$ cat src/design/rthu_map.vh
`ifndef RTHU_MAP_VH
`define RTHU_MAP_VH

// Clock and timebase
`define RTHU_CLK_HZ 40000000
`define RTHU_TICK_S 1
`define RTHU_SEC_PER_MIN 60
`define RTHU_SEC_PER_TEN 10

// Temperature source selection
`define RTHU_SRC_LOCAL 2'h0
`define RTHU_SRC_BUS 2'h1
`define RTHU_SRC_BOTH 2'h2
`define RTHU_SHARE_FULL 24'sd10

// Controller operating modes
`define RTHU_OPM_COMFORT 2'h0
`define RTHU_OPM_STANDBY 2'h1
`define RTHU_OPM_NIGHT 2'h2
`define RTHU_OPM_PROT 2'h3

// Protection override codes
`define RTHU_PRO_NONE 3'h0
`define RTHU_PRO_SEND_ON 3'h1
`define RTHU_PRO_SEND_OFF 3'h2
`define RTHU_PRO_ON_QUIET 3'h3
`define RTHU_PRO_OFF_QUIET 3'h4

// Humidity change steps in 0.1 %RH
`define RTHU_HDL_OFF 3'h0
`define RTHU_HDL_0P5 3'h1
`define RTHU_HDL_1 3'h2
`define RTHU_HDL_3 3'h3
`define RTHU_HDL_10 3'h4
`define RTHU_HSTEP_0P5 10'h005
`define RTHU_HSTEP_1 10'h00a
`define RTHU_HSTEP_3 10'h01e
`define RTHU_HSTEP_10 10'h064
`define RTHU_HUM_TX_DLY_S 4'ha

// Threshold settings
`define RTHU_THR_DEFAULT 10'h258
`define RTHU_EXT_NONE 2'h0
`define RTHU_EXT_ABS 2'h1
`define RTHU_EXT_PCT 2'h2
`define RTHU_EXT_TEACH 2'h3
`define RTHU_ACT_BOTH_LOW 4'h8

`endif

$ cat src/design/rthu_threshold.v
`timescale 1ns/1ps
`default_nettype none
`include "rthu_map.vh"

module rthu_threshold (
  // Clock and reset
  input wire clk,
  input wire reset_n,
  // Timebase and measurement
  input wire enable,
  input wire sec_tick,
  input wire ten_tick,
  input wire [9:0] hum,
  input wire hum_valid,
  // Configuration
  input wire [6:0] cfg_value,
  input wire [5:0] cfg_hyst,
  input wire [1:0] ext_sel,
  input wire [3:0] act_mode,
  input wire [3:0] on_dly,
  input wire [3:0] off_dly,
  input wire send_chg,
  input wire [6:0] cycle,
  // External setpoints
  input wire [15:0] ext_abs,
  input wire ext_abs_valid,
  input wire [7:0] ext_pct,
  input wire ext_pct_valid,
  input wire teach,
  // Protection mode
  input wire prot_active,
  input wire prot_apply,
  input wire [2:0] prot_code,
  // Threshold object
  output reg thr_obj,
  output reg thr_send
);

  reg [9:0] thr_reg;
  reg above_reg;
  reg state_reg;
  reg [11:0] dly_cnt_reg;
  reg [6:0] cyc_cnt_reg;
  wire [9:0] thr_eff;
  wire [9:0] hyst10;
  wire [9:0] lower;
  wire [9:0] up_lvl;
  wire freeze;
  wire [3:0] act;
  wire [11:0] dly_lim;

  // Delay code to seconds; 0 means no delay
  function [11:0] dly_sec;
    input [3:0] code;
    begin
      case (code)
        4'h0: dly_sec = 12'h000;
        4'h1: dly_sec = 12'h001;
        4'h2: dly_sec = 12'h003;
        4'h3: dly_sec = 12'h005;
        4'h4: dly_sec = 12'h00a;
        4'h5: dly_sec = 12'h00f;
        4'h6: dly_sec = 12'h01e;
        4'h7: dly_sec = 12'h03c;
        4'h8: dly_sec = 12'h0b4;
        4'h9: dly_sec = 12'h12c;
        4'ha: dly_sec = 12'h258;
        4'hb: dly_sec = 12'h384;
        4'hc: dly_sec = 12'h708;
        4'hd: dly_sec = 12'he10;
        default: dly_sec = 12'h000;
      endcase
    end
  endfunction

  // Mode to {up enable, up value, down enable, down value}
  function [3:0] act_map;
    input [3:0] mode;
    begin
      case (mode)
        4'h0: act_map = 4'b1110;
        4'h1: act_map = 4'b1011;
        4'h2: act_map = 4'b1011;
        4'h3: act_map = 4'b1110;
        4'h4: act_map = 4'b1100;
        4'h5: act_map = 4'b1000;
        4'h6: act_map = 4'b0011;
        4'h7: act_map = 4'b0010;
        4'h8: act_map = 4'b0010;
        4'h9: act_map = 4'b0011;
        4'ha: act_map = 4'b1000;
        4'hb: act_map = 4'b1100;
        default: act_map = 4'b0000;
      endcase
    end
  endfunction

  // Fixed setting unless a bus source is chosen
  assign thr_eff = (ext_sel == `RTHU_EXT_NONE) ? cfg_value * 10'd10 : thr_reg;
  assign hyst10 = cfg_hyst * 10'd10;
  assign lower = (thr_eff > hyst10) ? thr_eff - hyst10 : 10'h000;
  assign up_lvl = (act_mode >= `RTHU_ACT_BOTH_LOW) ? lower : thr_eff;
  assign freeze = prot_active && (prot_code != `RTHU_PRO_NONE);
  assign act = act_map(act_mode);
  assign dly_lim = state_reg ? dly_sec(on_dly) : dly_sec(off_dly);

  // External, percentage and taught setpoints
  always @(posedge clk) begin
    if (!reset_n) begin
      thr_reg <= `RTHU_THR_DEFAULT;
    end else if (ext_sel == `RTHU_EXT_ABS && ext_abs_valid) begin
      thr_reg <= (ext_abs > 16'h03e8) ? 10'h3e8 : ext_abs[9:0];
    end else if (ext_sel == `RTHU_EXT_PCT && ext_pct_valid) begin
      thr_reg <= (ext_pct > 8'h64) ? 10'h3e8 : ext_pct * 10'd10;
    end else if (ext_sel == `RTHU_EXT_TEACH && teach) begin
      thr_reg <= hum;
    end
  end

  // Comparison, delays, overrides and sending
  always @(posedge clk) begin
    if (!reset_n) begin
      above_reg <= 1'b0;
      state_reg <= 1'b0;
      thr_obj <= 1'b0;
      thr_send <= 1'b0;
      dly_cnt_reg <= 12'h000;
      cyc_cnt_reg <= 7'h00;
    end else begin
      thr_send <= 1'b0;
      if (!enable) begin
        dly_cnt_reg <= 12'h000;
      end else if (prot_apply) begin
        // Override wins over any pending delay
        case (prot_code)
          `RTHU_PRO_SEND_ON, `RTHU_PRO_ON_QUIET: begin
            state_reg <= 1'b1;
            thr_obj <= 1'b1;
            thr_send <= (prot_code == `RTHU_PRO_SEND_ON);
          end
          `RTHU_PRO_SEND_OFF, `RTHU_PRO_OFF_QUIET: begin
            state_reg <= 1'b0;
            thr_obj <= 1'b0;
            thr_send <= (prot_code == `RTHU_PRO_SEND_OFF);
          end
          default: begin
            thr_send <= 1'b0;
          end
        endcase
        dly_cnt_reg <= 12'h000;
      end else if (!freeze) begin
        // Previously stored sample (hum) compared against band edge for present state
        if (hum_valid) begin
          if (!above_reg && hum >= up_lvl) begin
            above_reg <= 1'b1;
            if (act[3]) begin
              state_reg <= act[2];
            end
          end else if (above_reg && hum < lower) begin
            above_reg <= 1'b0;
            if (act[1]) begin
              state_reg <= act[0];
            end
          end
        end
        // Object follows state after its direction's delay
        if (state_reg == thr_obj) begin
          dly_cnt_reg <= 12'h000;
        end else if (dly_cnt_reg >= dly_lim) begin
          thr_obj <= state_reg;
          thr_send <= send_chg;
          dly_cnt_reg <= 12'h000;
        end else if (sec_tick) begin
          dly_cnt_reg <= dly_cnt_reg + 12'h001;
        end
      end
      // Cyclic sending runs regardless of protection
      if (!enable || cycle == 7'h00) begin
        cyc_cnt_reg <= 7'h00;
      end else if (ten_tick) begin
        if (cyc_cnt_reg + 7'h01 >= cycle) begin
          cyc_cnt_reg <= 7'h00;
          thr_send <= 1'b1;
        end else begin
          cyc_cnt_reg <= cyc_cnt_reg + 7'h01;
        end
      end
    end
  end

endmodule // rthu_threshold

`default_nettype wire

$ cat src/design/rthu_top.v
`timescale 1ns/1ps
`default_nettype none
`include "rthu_map.vh"

module rthu_top #(
  parameter SEC_CYCLES = `RTHU_CLK_HZ * `RTHU_TICK_S
) (
  // Clock and reset
  input wire clk,
  input wire reset_n,
  // Temperature configuration
  input wire [1:0] temp_src,
  input wire [3:0] local_share,
  input wire [7:0] calib_offset,
  input wire [7:0] poll_period,
  input wire [7:0] temp_delta,
  input wire [7:0] temp_cycle,
  // Humidity configuration
  input wire [2:0] hum_delta_sel,
  input wire [6:0] hum_cycle,
  input wire [1:0] thr_count,
  input wire [2:0] prot_heat,
  input wire [2:0] prot_cool,
  // Threshold 1 configuration
  input wire [6:0] thr1_value,
  input wire [5:0] thr1_hyst,
  input wire [1:0] thr1_ext_sel,
  input wire [3:0] thr1_act_mode,
  input wire [3:0] thr1_on_dly,
  input wire [3:0] thr1_off_dly,
  input wire thr1_send_chg,
  input wire [6:0] thr1_cycle,
  // Threshold 2 configuration
  input wire [6:0] thr2_value,
  input wire [5:0] thr2_hyst,
  input wire [1:0] thr2_ext_sel,
  input wire [3:0] thr2_act_mode,
  input wire [3:0] thr2_on_dly,
  input wire [3:0] thr2_off_dly,
  input wire thr2_send_chg,
  input wire [6:0] thr2_cycle,
  // Measurements and received objects
  input wire [15:0] local_temp,
  input wire local_temp_valid,
  input wire [15:0] rx_temp,
  input wire rx_temp_valid,
  input wire [9:0] humidity,
  input wire hum_valid,
  input wire [15:0] thr1_ext_abs,
  input wire thr1_ext_abs_valid,
  input wire [7:0] thr1_ext_pct,
  input wire thr1_ext_pct_valid,
  input wire thr1_teach,
  input wire [15:0] thr2_ext_abs,
  input wire thr2_ext_abs_valid,
  input wire [7:0] thr2_ext_pct,
  input wire thr2_ext_pct_valid,
  input wire thr2_teach,
  // Controller state
  input wire [1:0] op_mode,
  input wire cooling,
  // Outputs
  output reg ctrl_enable,
  output reg [15:0] room_temp,
  output reg room_temp_send,
  output reg rx_temp_request,
  output reg [9:0] hum_value,
  output reg hum_send,
  output wire thr1_obj,
  output wire thr1_send,
  output wire thr2_obj,
  output wire thr2_send
);

  reg [31:0] sec_cnt_reg;
  reg sec_tick_reg;
  reg [5:0] min_cnt_reg;
  reg min_tick_reg;
  reg [3:0] ten_cnt_reg;
  reg ten_tick_reg;
  reg [15:0] local_reg;
  reg [15:0] rx_cal_reg;
  reg rx_seen_reg;
  reg [15:0] temp_sent_reg;
  reg [7:0] temp_cyc_reg;
  reg [7:0] poll_cnt_reg;
  reg [9:0] hum_sent_reg;
  reg hum_pend_reg;
  reg [3:0] hum_dly_reg;
  reg [6:0] hum_cyc_reg;
  reg prot_reg;
  reg cool_reg;
  reg [9:0] hum_step;
  wire need_rx;
  wire signed [23:0] loc_w;
  wire signed [23:0] rx_w;
  wire signed [23:0] sh_w;
  wire signed [23:0] mix_w;
  wire [15:0] room_next;
  wire [16:0] tdiff;
  wire [15:0] tabs;
  wire [9:0] habs;
  wire prot;
  wire prot_apply;
  wire [2:0] prot_code;

  // One-second base, then ten-second and minute enables
  always @(posedge clk) begin
    if (!reset_n) begin
      sec_cnt_reg <= 32'h00000000;
      sec_tick_reg <= 1'b0;
      ten_cnt_reg <= 4'h0;
      ten_tick_reg <= 1'b0;
      min_cnt_reg <= 6'h00;
      min_tick_reg <= 1'b0;
    end else begin
      sec_tick_reg <= 1'b0;
      ten_tick_reg <= 1'b0;
      min_tick_reg <= 1'b0;
      if (sec_cnt_reg >= SEC_CYCLES - 1) begin
        sec_cnt_reg <= 32'h00000000;
        sec_tick_reg <= 1'b1;
      end else begin
        sec_cnt_reg <= sec_cnt_reg + 32'h00000001;
      end
      if (sec_tick_reg) begin
        if (ten_cnt_reg == `RTHU_SEC_PER_TEN - 1) begin
          ten_cnt_reg <= 4'h0;
          ten_tick_reg <= 1'b1;
        end else begin
          ten_cnt_reg <= ten_cnt_reg + 4'h1;
        end
        if (min_cnt_reg == `RTHU_SEC_PER_MIN - 1) begin
          min_cnt_reg <= 6'h00;
          min_tick_reg <= 1'b1;
        end else begin
          min_cnt_reg <= min_cnt_reg + 6'h01;
        end
      end
    end
  end

  // Source mixing; division by ten keeps the share exact
  assign need_rx = (temp_src != `RTHU_SRC_LOCAL);
  assign loc_w = {{8{local_reg[15]}}, local_reg};
  assign rx_w = {{8{rx_cal_reg[15]}}, rx_cal_reg};
  assign sh_w = {20'h00000, local_share};
  assign mix_w = (loc_w * sh_w + rx_w * (`RTHU_SHARE_FULL - sh_w)) / `RTHU_SHARE_FULL;
  assign room_next = (temp_src == `RTHU_SRC_LOCAL) ? local_reg :
                     (temp_src == `RTHU_SRC_BUS) ? rx_cal_reg : mix_w[15:0];
  assign tdiff = {room_temp[15], room_temp} - {temp_sent_reg[15], temp_sent_reg};
  assign tabs = tdiff[16] ? 16'h0000 - tdiff[15:0] : tdiff[15:0];

  // Temperature capture, control release, room value, mode history
  always @(posedge clk) begin
    if (!reset_n) begin
      prot_reg <= 1'b0;
      cool_reg <= 1'b0;
      local_reg <= 16'h0000;
      rx_cal_reg <= 16'h0000;
      rx_seen_reg <= 1'b0;
      ctrl_enable <= 1'b0;
      room_temp <= 16'h0000;
    end else begin
      if (local_temp_valid) begin
        local_reg <= local_temp;
      end
      if (rx_temp_valid) begin
        rx_cal_reg <= rx_temp + {{8{calib_offset[7]}}, calib_offset};
        rx_seen_reg <= 1'b1;
      end
      ctrl_enable <= !need_rx || rx_seen_reg;
      room_temp <= room_next;
      prot_reg <= prot;
      cool_reg <= cooling;
    end
  end

  // Change and cyclic sending of room temperature, polling
  always @(posedge clk) begin
    if (!reset_n) begin
      temp_sent_reg <= 16'h0000;
      room_temp_send <= 1'b0;
      temp_cyc_reg <= 8'h00;
      rx_temp_request <= 1'b0;
      poll_cnt_reg <= 8'h00;
    end else begin
      room_temp_send <= 1'b0;
      rx_temp_request <= 1'b0;
      // No room temperature goes out until the value is trustworthy
      if (ctrl_enable && temp_delta != 8'h00 && tabs >= {8'h00, temp_delta}) begin
        room_temp_send <= 1'b1;
        temp_sent_reg <= room_temp;
      end
      if (temp_cycle == 8'h00) begin
        temp_cyc_reg <= 8'h00;
      end else if (min_tick_reg) begin
        if (temp_cyc_reg + 8'h01 >= temp_cycle) begin
          temp_cyc_reg <= 8'h00;
          if (ctrl_enable) begin
            room_temp_send <= 1'b1;
            temp_sent_reg <= room_temp;
          end
        end else begin
          temp_cyc_reg <= temp_cyc_reg + 8'h01;
        end
      end
      // Zero period leaves the remote sensor to send on its own
      if (!need_rx || poll_period == 8'h00) begin
        poll_cnt_reg <= 8'h00;
      end else if (min_tick_reg) begin
        if (poll_cnt_reg + 8'h01 >= poll_period) begin
          poll_cnt_reg <= 8'h00;
          rx_temp_request <= 1'b1;
        end else begin
          poll_cnt_reg <= poll_cnt_reg + 8'h01;
        end
      end
    end
  end

  // Humidity change step in 0.1 percent RH
  always @* begin
    case (hum_delta_sel)
      `RTHU_HDL_0P5: hum_step = `RTHU_HSTEP_0P5;
      `RTHU_HDL_1: hum_step = `RTHU_HSTEP_1;
      `RTHU_HDL_3: hum_step = `RTHU_HSTEP_3;
      `RTHU_HDL_10: hum_step = `RTHU_HSTEP_10;
      default: hum_step = 10'h000;
    endcase
  end
  assign habs = (hum_value > hum_sent_reg) ? hum_value - hum_sent_reg : hum_sent_reg - hum_value;

  // Humidity sending; delay caps bus load, latest value goes out
  always @(posedge clk) begin
    if (!reset_n) begin
      hum_value <= 10'h000;
      hum_sent_reg <= 10'h000;
      hum_pend_reg <= 1'b0;
      hum_dly_reg <= 4'h0;
      hum_cyc_reg <= 7'h00;
      hum_send <= 1'b0;
    end else begin
      hum_send <= 1'b0;
      if (hum_valid) begin
        hum_value <= humidity;
      end
      if (hum_step == 10'h000) begin
        hum_pend_reg <= 1'b0;
        hum_dly_reg <= 4'h0;
      end else if (!hum_pend_reg) begin
        if (habs >= hum_step) begin
          hum_pend_reg <= 1'b1;
          hum_dly_reg <= 4'h0;
        end
      end else if (sec_tick_reg) begin
        if (hum_dly_reg + 4'h1 >= `RTHU_HUM_TX_DLY_S) begin
          hum_pend_reg <= 1'b0;
          hum_send <= 1'b1;
          hum_sent_reg <= hum_value;
        end else begin
          hum_dly_reg <= hum_dly_reg + 4'h1;
        end
      end
      if (hum_cycle == 7'h00) begin
        hum_cyc_reg <= 7'h00;
      end else if (ten_tick_reg) begin
        if (hum_cyc_reg + 7'h01 >= hum_cycle) begin
          hum_cyc_reg <= 7'h00;
          hum_send <= 1'b1;
          hum_sent_reg <= hum_value;
        end else begin
          hum_cyc_reg <= hum_cyc_reg + 7'h01;
        end
      end
    end
  end

  // Protection entry and heat/cool swap trigger the override
  assign prot = (op_mode == `RTHU_OPM_PROT);
  assign prot_code = cooling ? prot_cool : prot_heat;
  assign prot_apply = prot && (!prot_reg || cooling != cool_reg);

  // Two channels, enabled by the configured count
  rthu_threshold u_thr1 (
    .clk(clk), .reset_n(reset_n),
    .enable(thr_count != 2'h0),
    .sec_tick(sec_tick_reg), .ten_tick(ten_tick_reg), .hum(hum_value), .hum_valid(hum_valid),
    .cfg_value(thr1_value), .cfg_hyst(thr1_hyst), .ext_sel(thr1_ext_sel),
    .act_mode(thr1_act_mode), .on_dly(thr1_on_dly), .off_dly(thr1_off_dly),
    .send_chg(thr1_send_chg), .cycle(thr1_cycle),
    .ext_abs(thr1_ext_abs), .ext_abs_valid(thr1_ext_abs_valid),
    .ext_pct(thr1_ext_pct), .ext_pct_valid(thr1_ext_pct_valid), .teach(thr1_teach),
    .prot_active(prot), .prot_apply(prot_apply), .prot_code(prot_code),
    .thr_obj(thr1_obj), .thr_send(thr1_send)
  );

  rthu_threshold u_thr2 (
    .clk(clk), .reset_n(reset_n),
    .enable(thr_count >= 2'h2),
    .sec_tick(sec_tick_reg), .ten_tick(ten_tick_reg), .hum(hum_value), .hum_valid(hum_valid),
    .cfg_value(thr2_value), .cfg_hyst(thr2_hyst), .ext_sel(thr2_ext_sel),
    .act_mode(thr2_act_mode), .on_dly(thr2_on_dly), .off_dly(thr2_off_dly),
    .send_chg(thr2_send_chg), .cycle(thr2_cycle),
    .ext_abs(thr2_ext_abs), .ext_abs_valid(thr2_ext_abs_valid),
    .ext_pct(thr2_ext_pct), .ext_pct_valid(thr2_ext_pct_valid), .teach(thr2_teach),
    .prot_active(prot), .prot_apply(prot_apply), .prot_code(prot_code),
    .thr_obj(thr2_obj), .thr_send(thr2_send)
  );

endmodule // rthu_top

`default_nettype wire

$ cat config.mk
export PLATFORM = sky130hd
export DESIGN_NAME = rthu_top
export DESIGN_NICKNAME = d
export VERILOG_FILES = /design/src/design/rthu_threshold.v /design/src/design/rthu_top.v
export VERILOG_INCLUDE_DIRS = /design/src /design/src/design
export SDC_FILE = /design/constraint.sdc
export NUM_CORES = 1
export LEC_CHECK = 0
export ABC_AREA = 1
export BUFFER_PORTS_ARGS = -buffer_cell sky130_fd_sc_hd__clkbuf_2
export CORE_UTILIZATION = 40
export DETAILED_ROUTE_END_ITERATION = 6
export HOLD_SLACK_MARGIN = 0.12
export PLACE_DENSITY = 0.56
export SETUP_SLACK_MARGIN = 0.15
export SLEW_MARGIN = 30
export SYNTH_ARGS = -nofsm -noshare
export SYNTH_HDL_FRONTEND = slang
export SYNTH_SLANG_ARGS = --single-unit
$ cat constraint.sdc
create_clock -name clk -period 37.2 [get_ports clk]
set_input_delay 7.44 -clock clk [delete_from_list [all_inputs] [get_ports clk]]
set_output_delay 7.44 -clock clk [all_outputs]
set_load 0.01 [all_outputs]
---- Word-level counts from Yosys, hierarchy flattened ----
Memory sizes are Yosys's and may differ from the RTL's.
Index checks and enable logic that the tools add are counted.
Widths: inputs -> output; s select.
storage, ports and cells
  logic and storage cells ................. 324
  bits in read-only memories .............. 896
  bits in registers ....................... 230
  output and inout bits ................... 34
  memories kept ........................... 6
  bits of input ports ..................... 230
cells by class
  add/sub/neg operators ................... 20
  mux-type cells .......................... 117
  $lt $le $gt $ge ......................... 25
  reductions and logical operators ........ 74
  multipliers ............................. 8
  bitwise operators ....................... 6
  div/mod/pow operators ................... 1
  equal/unequal tests ..................... 29
memories
  name             words  width  rd ports  clocked after Yosys merged registers in  wr ports  RTL line             source
  (no name shown)  16     12     1         0                                        0         rthu_threshold.v:56  case (code)
  (no name shown)  16     12     1         0                                        0         rthu_threshold.v:56
  (no name shown)  16     12     1         0                                        0         rthu_threshold.v:56
  (no name shown)  16     12     1         0                                        0         rthu_threshold.v:56
  (no name shown)  16     4      1         0                                        0         rthu_threshold.v:80  case (mode)
  (no name shown)  16     4      1         0                                        0         rthu_threshold.v:80
operator list
  cell                   number
  $mux 10                24
  $mux 16                8
  $mux 12                8
  $mux 1                 62
  $mul 16x5->21          2
  $sub 10x10->10         4
  $add 32x1->32 const B  1
  $ge 32x26->1 const B   1
  $gt 16x10->1 const B   2
  $ge 10x10->1           3
  $gt 10x10->1           3
  $pmux 7 s4             1
  $reduce_bool 3->1      9
  $add 12x1->12 const B  2
  $div 24x5->24 const B  1
  $ge 12x12->1           2
  $add 21x21->22         1
  $add 7x1->7 const B    3
  $ge 7x7->1             3
  $logic_not 7->1        3
  $mux 7                 3
  $lt 10x10->1           2
  $mux 4                 5
  $reduce_and 5->1       4
  other kinds (45)       123

---- Depth between registers and ports, before layout ----
  depth after elaboration ................. 11
  gate-level depth with buffers ........... 121

---- Hierarchy ----
A second synthesis with hierarchy kept.
second synthesis, totals
  cells, all modules ...................... 4069
  area, all modules ....................... 27966.8 um^2
by module, submodules not included
  module          times used  cells an instance  area each (um^2)
  rthu_top        1           2659               18457.7
  rthu_threshold  2           705                4754.6

---- Worst setup path before layout ----
OpenSTA, ideal clock, no wires.
  kind .................................... input port to flip-flop
  start ................................... input port local_share[2]
  end ..................................... register room_temp[14]
  stages on the path ...................... 105
  setup time .............................. 0.117 ns
  arrival time ............................ 19.282 ns
  path buffers ............................ 3
  slack ................................... 17.801 ns
  data required time ...................... 37.083 ns
  cell sequence ........................... clkbuf_1 a21oi_1 or2_2 nand2_1 clkbuf_1 nor2_1 fa_1 inv_1 fa_1 fa_1 fa_1 fa_1 inv_1 ha_1 nand2_1 inv_1 a21oi_1 nand2_1 (+69 left out) nand2_4 nand2_4 nand2_1 nand2_1 inv_1 nand2_2 nand3_1 nand2_2 a21boi_4 ha_1 nand4_1 nor3_2 nand3_1 nand2_1 o21ai_1 xor2_1 o21ai_1 o21ai_1
between the ends
  word-level cells in the longest chain between the ends .. 6
  elaborated cells between the ends (all ways) .. 7
  those cells by class .................... add/sub (2); mul (2); div (1); mux (2)
ends and longest elaborated chain
  what                              RTL line        source
  start: declaration                rthu_top.v:13   input wire [3:0] local_share,
  $sub 4x4->5 (no source line)      n/a
  $mul 16x5->21                     rthu_top.v:148  assign mix_w = (loc_w * sh_w + rx_w * (`RTHU_SHARE_FULL - sh_w)) / `RTHU_SHARE_FULL;
  $add 21x21->22 *                  rthu_top.v:148
  $div 24x5->24 (no source line) *  n/a
  $mux 16 *                         rthu_top.v:150  (temp_src == `RTHU_SRC_BUS) ? rx_cal_reg : mix_w[15:0];
  $mux 16 *                         rthu_top.v:149  assign room_next = (temp_src == `RTHU_SRC_LOCAL) ? local_reg :
  end signal: assignment            rthu_top.v:173  room_temp <= room_next;
  end: declaration                  rthu_top.v:64   output reg [15:0] room_temp,
Mark *: on every way between the ends. The rest lies on a longest branch, timed or not.
A chain may end at the register's enable or synchronous reset.

---- Worst setup path in the final report ----
  start ................................... input port local_share[0]
  end ..................................... register room_temp[14]
Same word-level chain as after synthesis.

==> impl_metrics.json <==
{
  "synthArstFlopShare_pct": 0,
  "synth_edf_count": 0,
  "required_ns": 37.70,
  "synth.distinct_cells": 69,
  "detail-route-antenna-nets": 0,
  "dr.pass1.iters": 5,
  "fin_worst_skew_ns": 0.0207,
  "cts_tree": "built",
  "status": "complete, no violations",
  "fillerInstances": 6974,
  "wire_per_inst_um": 15.6,
  "nets": 4853,
  "dieArea_um2": 68600,
  "dp_hpwl_um": 64100,
  "cp_num_cells": 103,
  "drc": 0,
  "area_growth_pct": 12.1,
  "period_minus_slack_ns": 21.59,
  "ys_ff_latch": 230,
  "io_pins": 264,
  "finalMaxSlewViolations": 0,
  "vias_per_cell": 5.07,
  "ff2ff_path_depth": 101,
  "grt_pass1_vias": 23598,
  "max_stage_delay_ns": 0.65,
  "port_buffers": 263,
  "endpoint": "room_temp[14]",
  "drt-total-wl_um": 78000,
  "pre_cts_ws_ns": 15.16,
  "hp-class": "reg2reg",
  "cts-htree-levels": 1,
  "antenna_found_initial": 2,
  "worst_path_max_delay_cell": "nor2_1",
  "cp_num_buf_inv": 14,
  "fin_hold_ws_ns": 0.451,
  "reg2reg_to": "room_temp[14]",
  "cts_root_buf": "clkbuf_16",
  "critPathTopFamily": "simple AND/OR/NAND/NOR gates",
  "r2r-start": "rx_cal_reg[2]",
  "worstPathArrival_ns": 22.09,
  "crit_type": "in2reg",
  "cts_buffers": 31,
  "hold_buffers": 0,
  "largest_register_ffs": 32,
  "min_period_over_period_pct": 58.0,
  "syn_area_um2": 27000,
  "hold_viol_final": 0,
  "track_usage_pct": 22.4,
  "avgSynthCellArea_um2": 6.95,
  "num_vias": 25431,
  "synth_flop_cell": "dfxtp_1",
  "grt_max_degree": 52,
  "drtIter0Drc": 1409,
  "grt_remaining_overflow": 0,
  "worstSkewPairLatency_ns": 0.61,
  "netlist_instances": 3888,
  "crit_path_end_kind": "flip-flop",
  "worst_slew_pin_slew_ns": 0.915,
  "cts_setup_buffers": 0,
  "cts_num_sinks": 230,
  "cts_resized": 0,
  "clkTransAtPathRegs_ns": 0.06,
  "start_kind": "input pin",
  "finalSetupTns_ns": 0,
  "die_y_um": 262,
  "cap_violations": 0,
  "ys_seq_area_share_pct": 17.0,
  "cp_max_fo": 34,
  "clk_path_buf_depth": 3,
  "die_x_um": 262,
  "critPathMostFrequentCell": "nand2_2",
  "initial_utilization_pct": 40.8,
  "ff2ff_setup_slack_ns": 23.89,
  "slew_headroom_pct": 38.4,
  "grt_first_pass_wirelength_um": 123000,
  "layout-drive-gt1-share_pct": 10.9,
  "rsz0062_at_grt": "false",
  "gp_congestion": 0.914,
  "critPathLaunch": "local_share[0]",
  "yosys_warnings": 0,
  "max_freq_mhz": 46.3,
  "setup_ws_ns": 15.61,
  "finalSetupViolations": 0,
  "core_area_um2": 66300,
  "row_count": 94
}
==> worst min-delay path by stage <==
| stage | from | endpoint | cells after the start |
|---|---|---|---|
| detailed placement | sec_cnt_reg[0] | sec_cnt_reg[0] | 1 |
| finish | sec_cnt_reg[0] | sec_cnt_reg[0] | 1 |
| global route | u_thr1.thr_reg[4] | u_thr1.thr_reg[4] | 1 |
| floorplan | sec_cnt_reg[0] | sec_cnt_reg[0] | 1 |
| CTS | sec_cnt_reg[0] | sec_cnt_reg[0] | 1 |
| global placement | sec_cnt_reg[0] | sec_cnt_reg[0] | 1 |
==> per-layer routing <==
layer / share of wire, % / global-route usage (%) / vias up
met3: 4.9 / 2.60 / 82
li1: - / - / 13161
met4: 2.0 / 4.53 / 4
met1: 48 / 31.5 / 11623
met5: 0.035 / 0 / -
met2: 45 / 36.8 / 561
==> synth_stat cells, drive strengths merged (46+ instances only) <==
library cell | number | area (µm²)
clkbuf | 59 | 221
o21ai | 252 | 1260
nand3 | 205 | 1100
fa | 133 | 2660
dfxtp | 230 | 4600
inv | 727 | 2730
xor2 | 112 | 996
ha | 360 | 4500
nand2 | 751 | 3040
nor2 | 330 | 1250
o21a | 46 | 345
a21oi | 285 | 1440
==> final cells by class <==
type                       count  area (µm²)  share of cell area [%]
clock inverter                13         114                   0.376
multi-input combinational   2862       19400                    64.2
clock buffer                  43         921                    3.04
tap                          864        1080                    3.57
sequential                   230        4600                    15.2
inverter                     731        2740                    9.05
timing repair buffer         274        1400                    4.62
antenna                        1        2.50                 0.00826
==> cells in the final DEF (no fill, tap or decap), types with 19 or more instances in the layout <==
cell       count
ha_1         360
nor4_1        21
a21oi_1      284
fa_1         133
xor2_1       110
nand4_1       31
inv_2         27
clkbuf_2     262
nand3_1      192
dfxtp_1      230
nand2_1      698
nor3_1        38
a211oi_1      29
nor2_1       325
clkbuf_16     31
o21a_1        46
xnor2_1       39
nand3b_1      30
a22oi_1       19
inv_1        700
o21ai_0      241
nand2_2       35
a31oi_1       32
==> stage by stage <==
| step | utilization, % | std cells | area [µm²] |
|---|---|---|---|
| 4_1_cts | 45.7 | 5017 | 30300 |
| 5_1_grt | 45.7 | 5017 | 30300 |
| 3_3_place_gp | 44.1 | 4961 | 29300 |
| 2_1_floorplan | - | 3893 | 27100 |
| 3_5_place_dp | 44.1 | 4961 | 29300 |
| 6_report | 45.7 | 5018 | 30300 |
==> logic make-up after synthesis <==
kind of cell             share of synthesized area (%)
AO/OA/AOI/OAI                                     16.6
XOR/XNOR                                          5.01
adder cells (fa/ha/maj)                           26.5
buffers and inverters                             11.1
flip-flops                                        17.0
multiplexers                                     0.273
other                                           0.0139
AND/OR/NAND/NOR                                   23.5
Power is not shown: default switching activity piles up to over one toggle a cycle in this logic, so the estimate is an artifact.
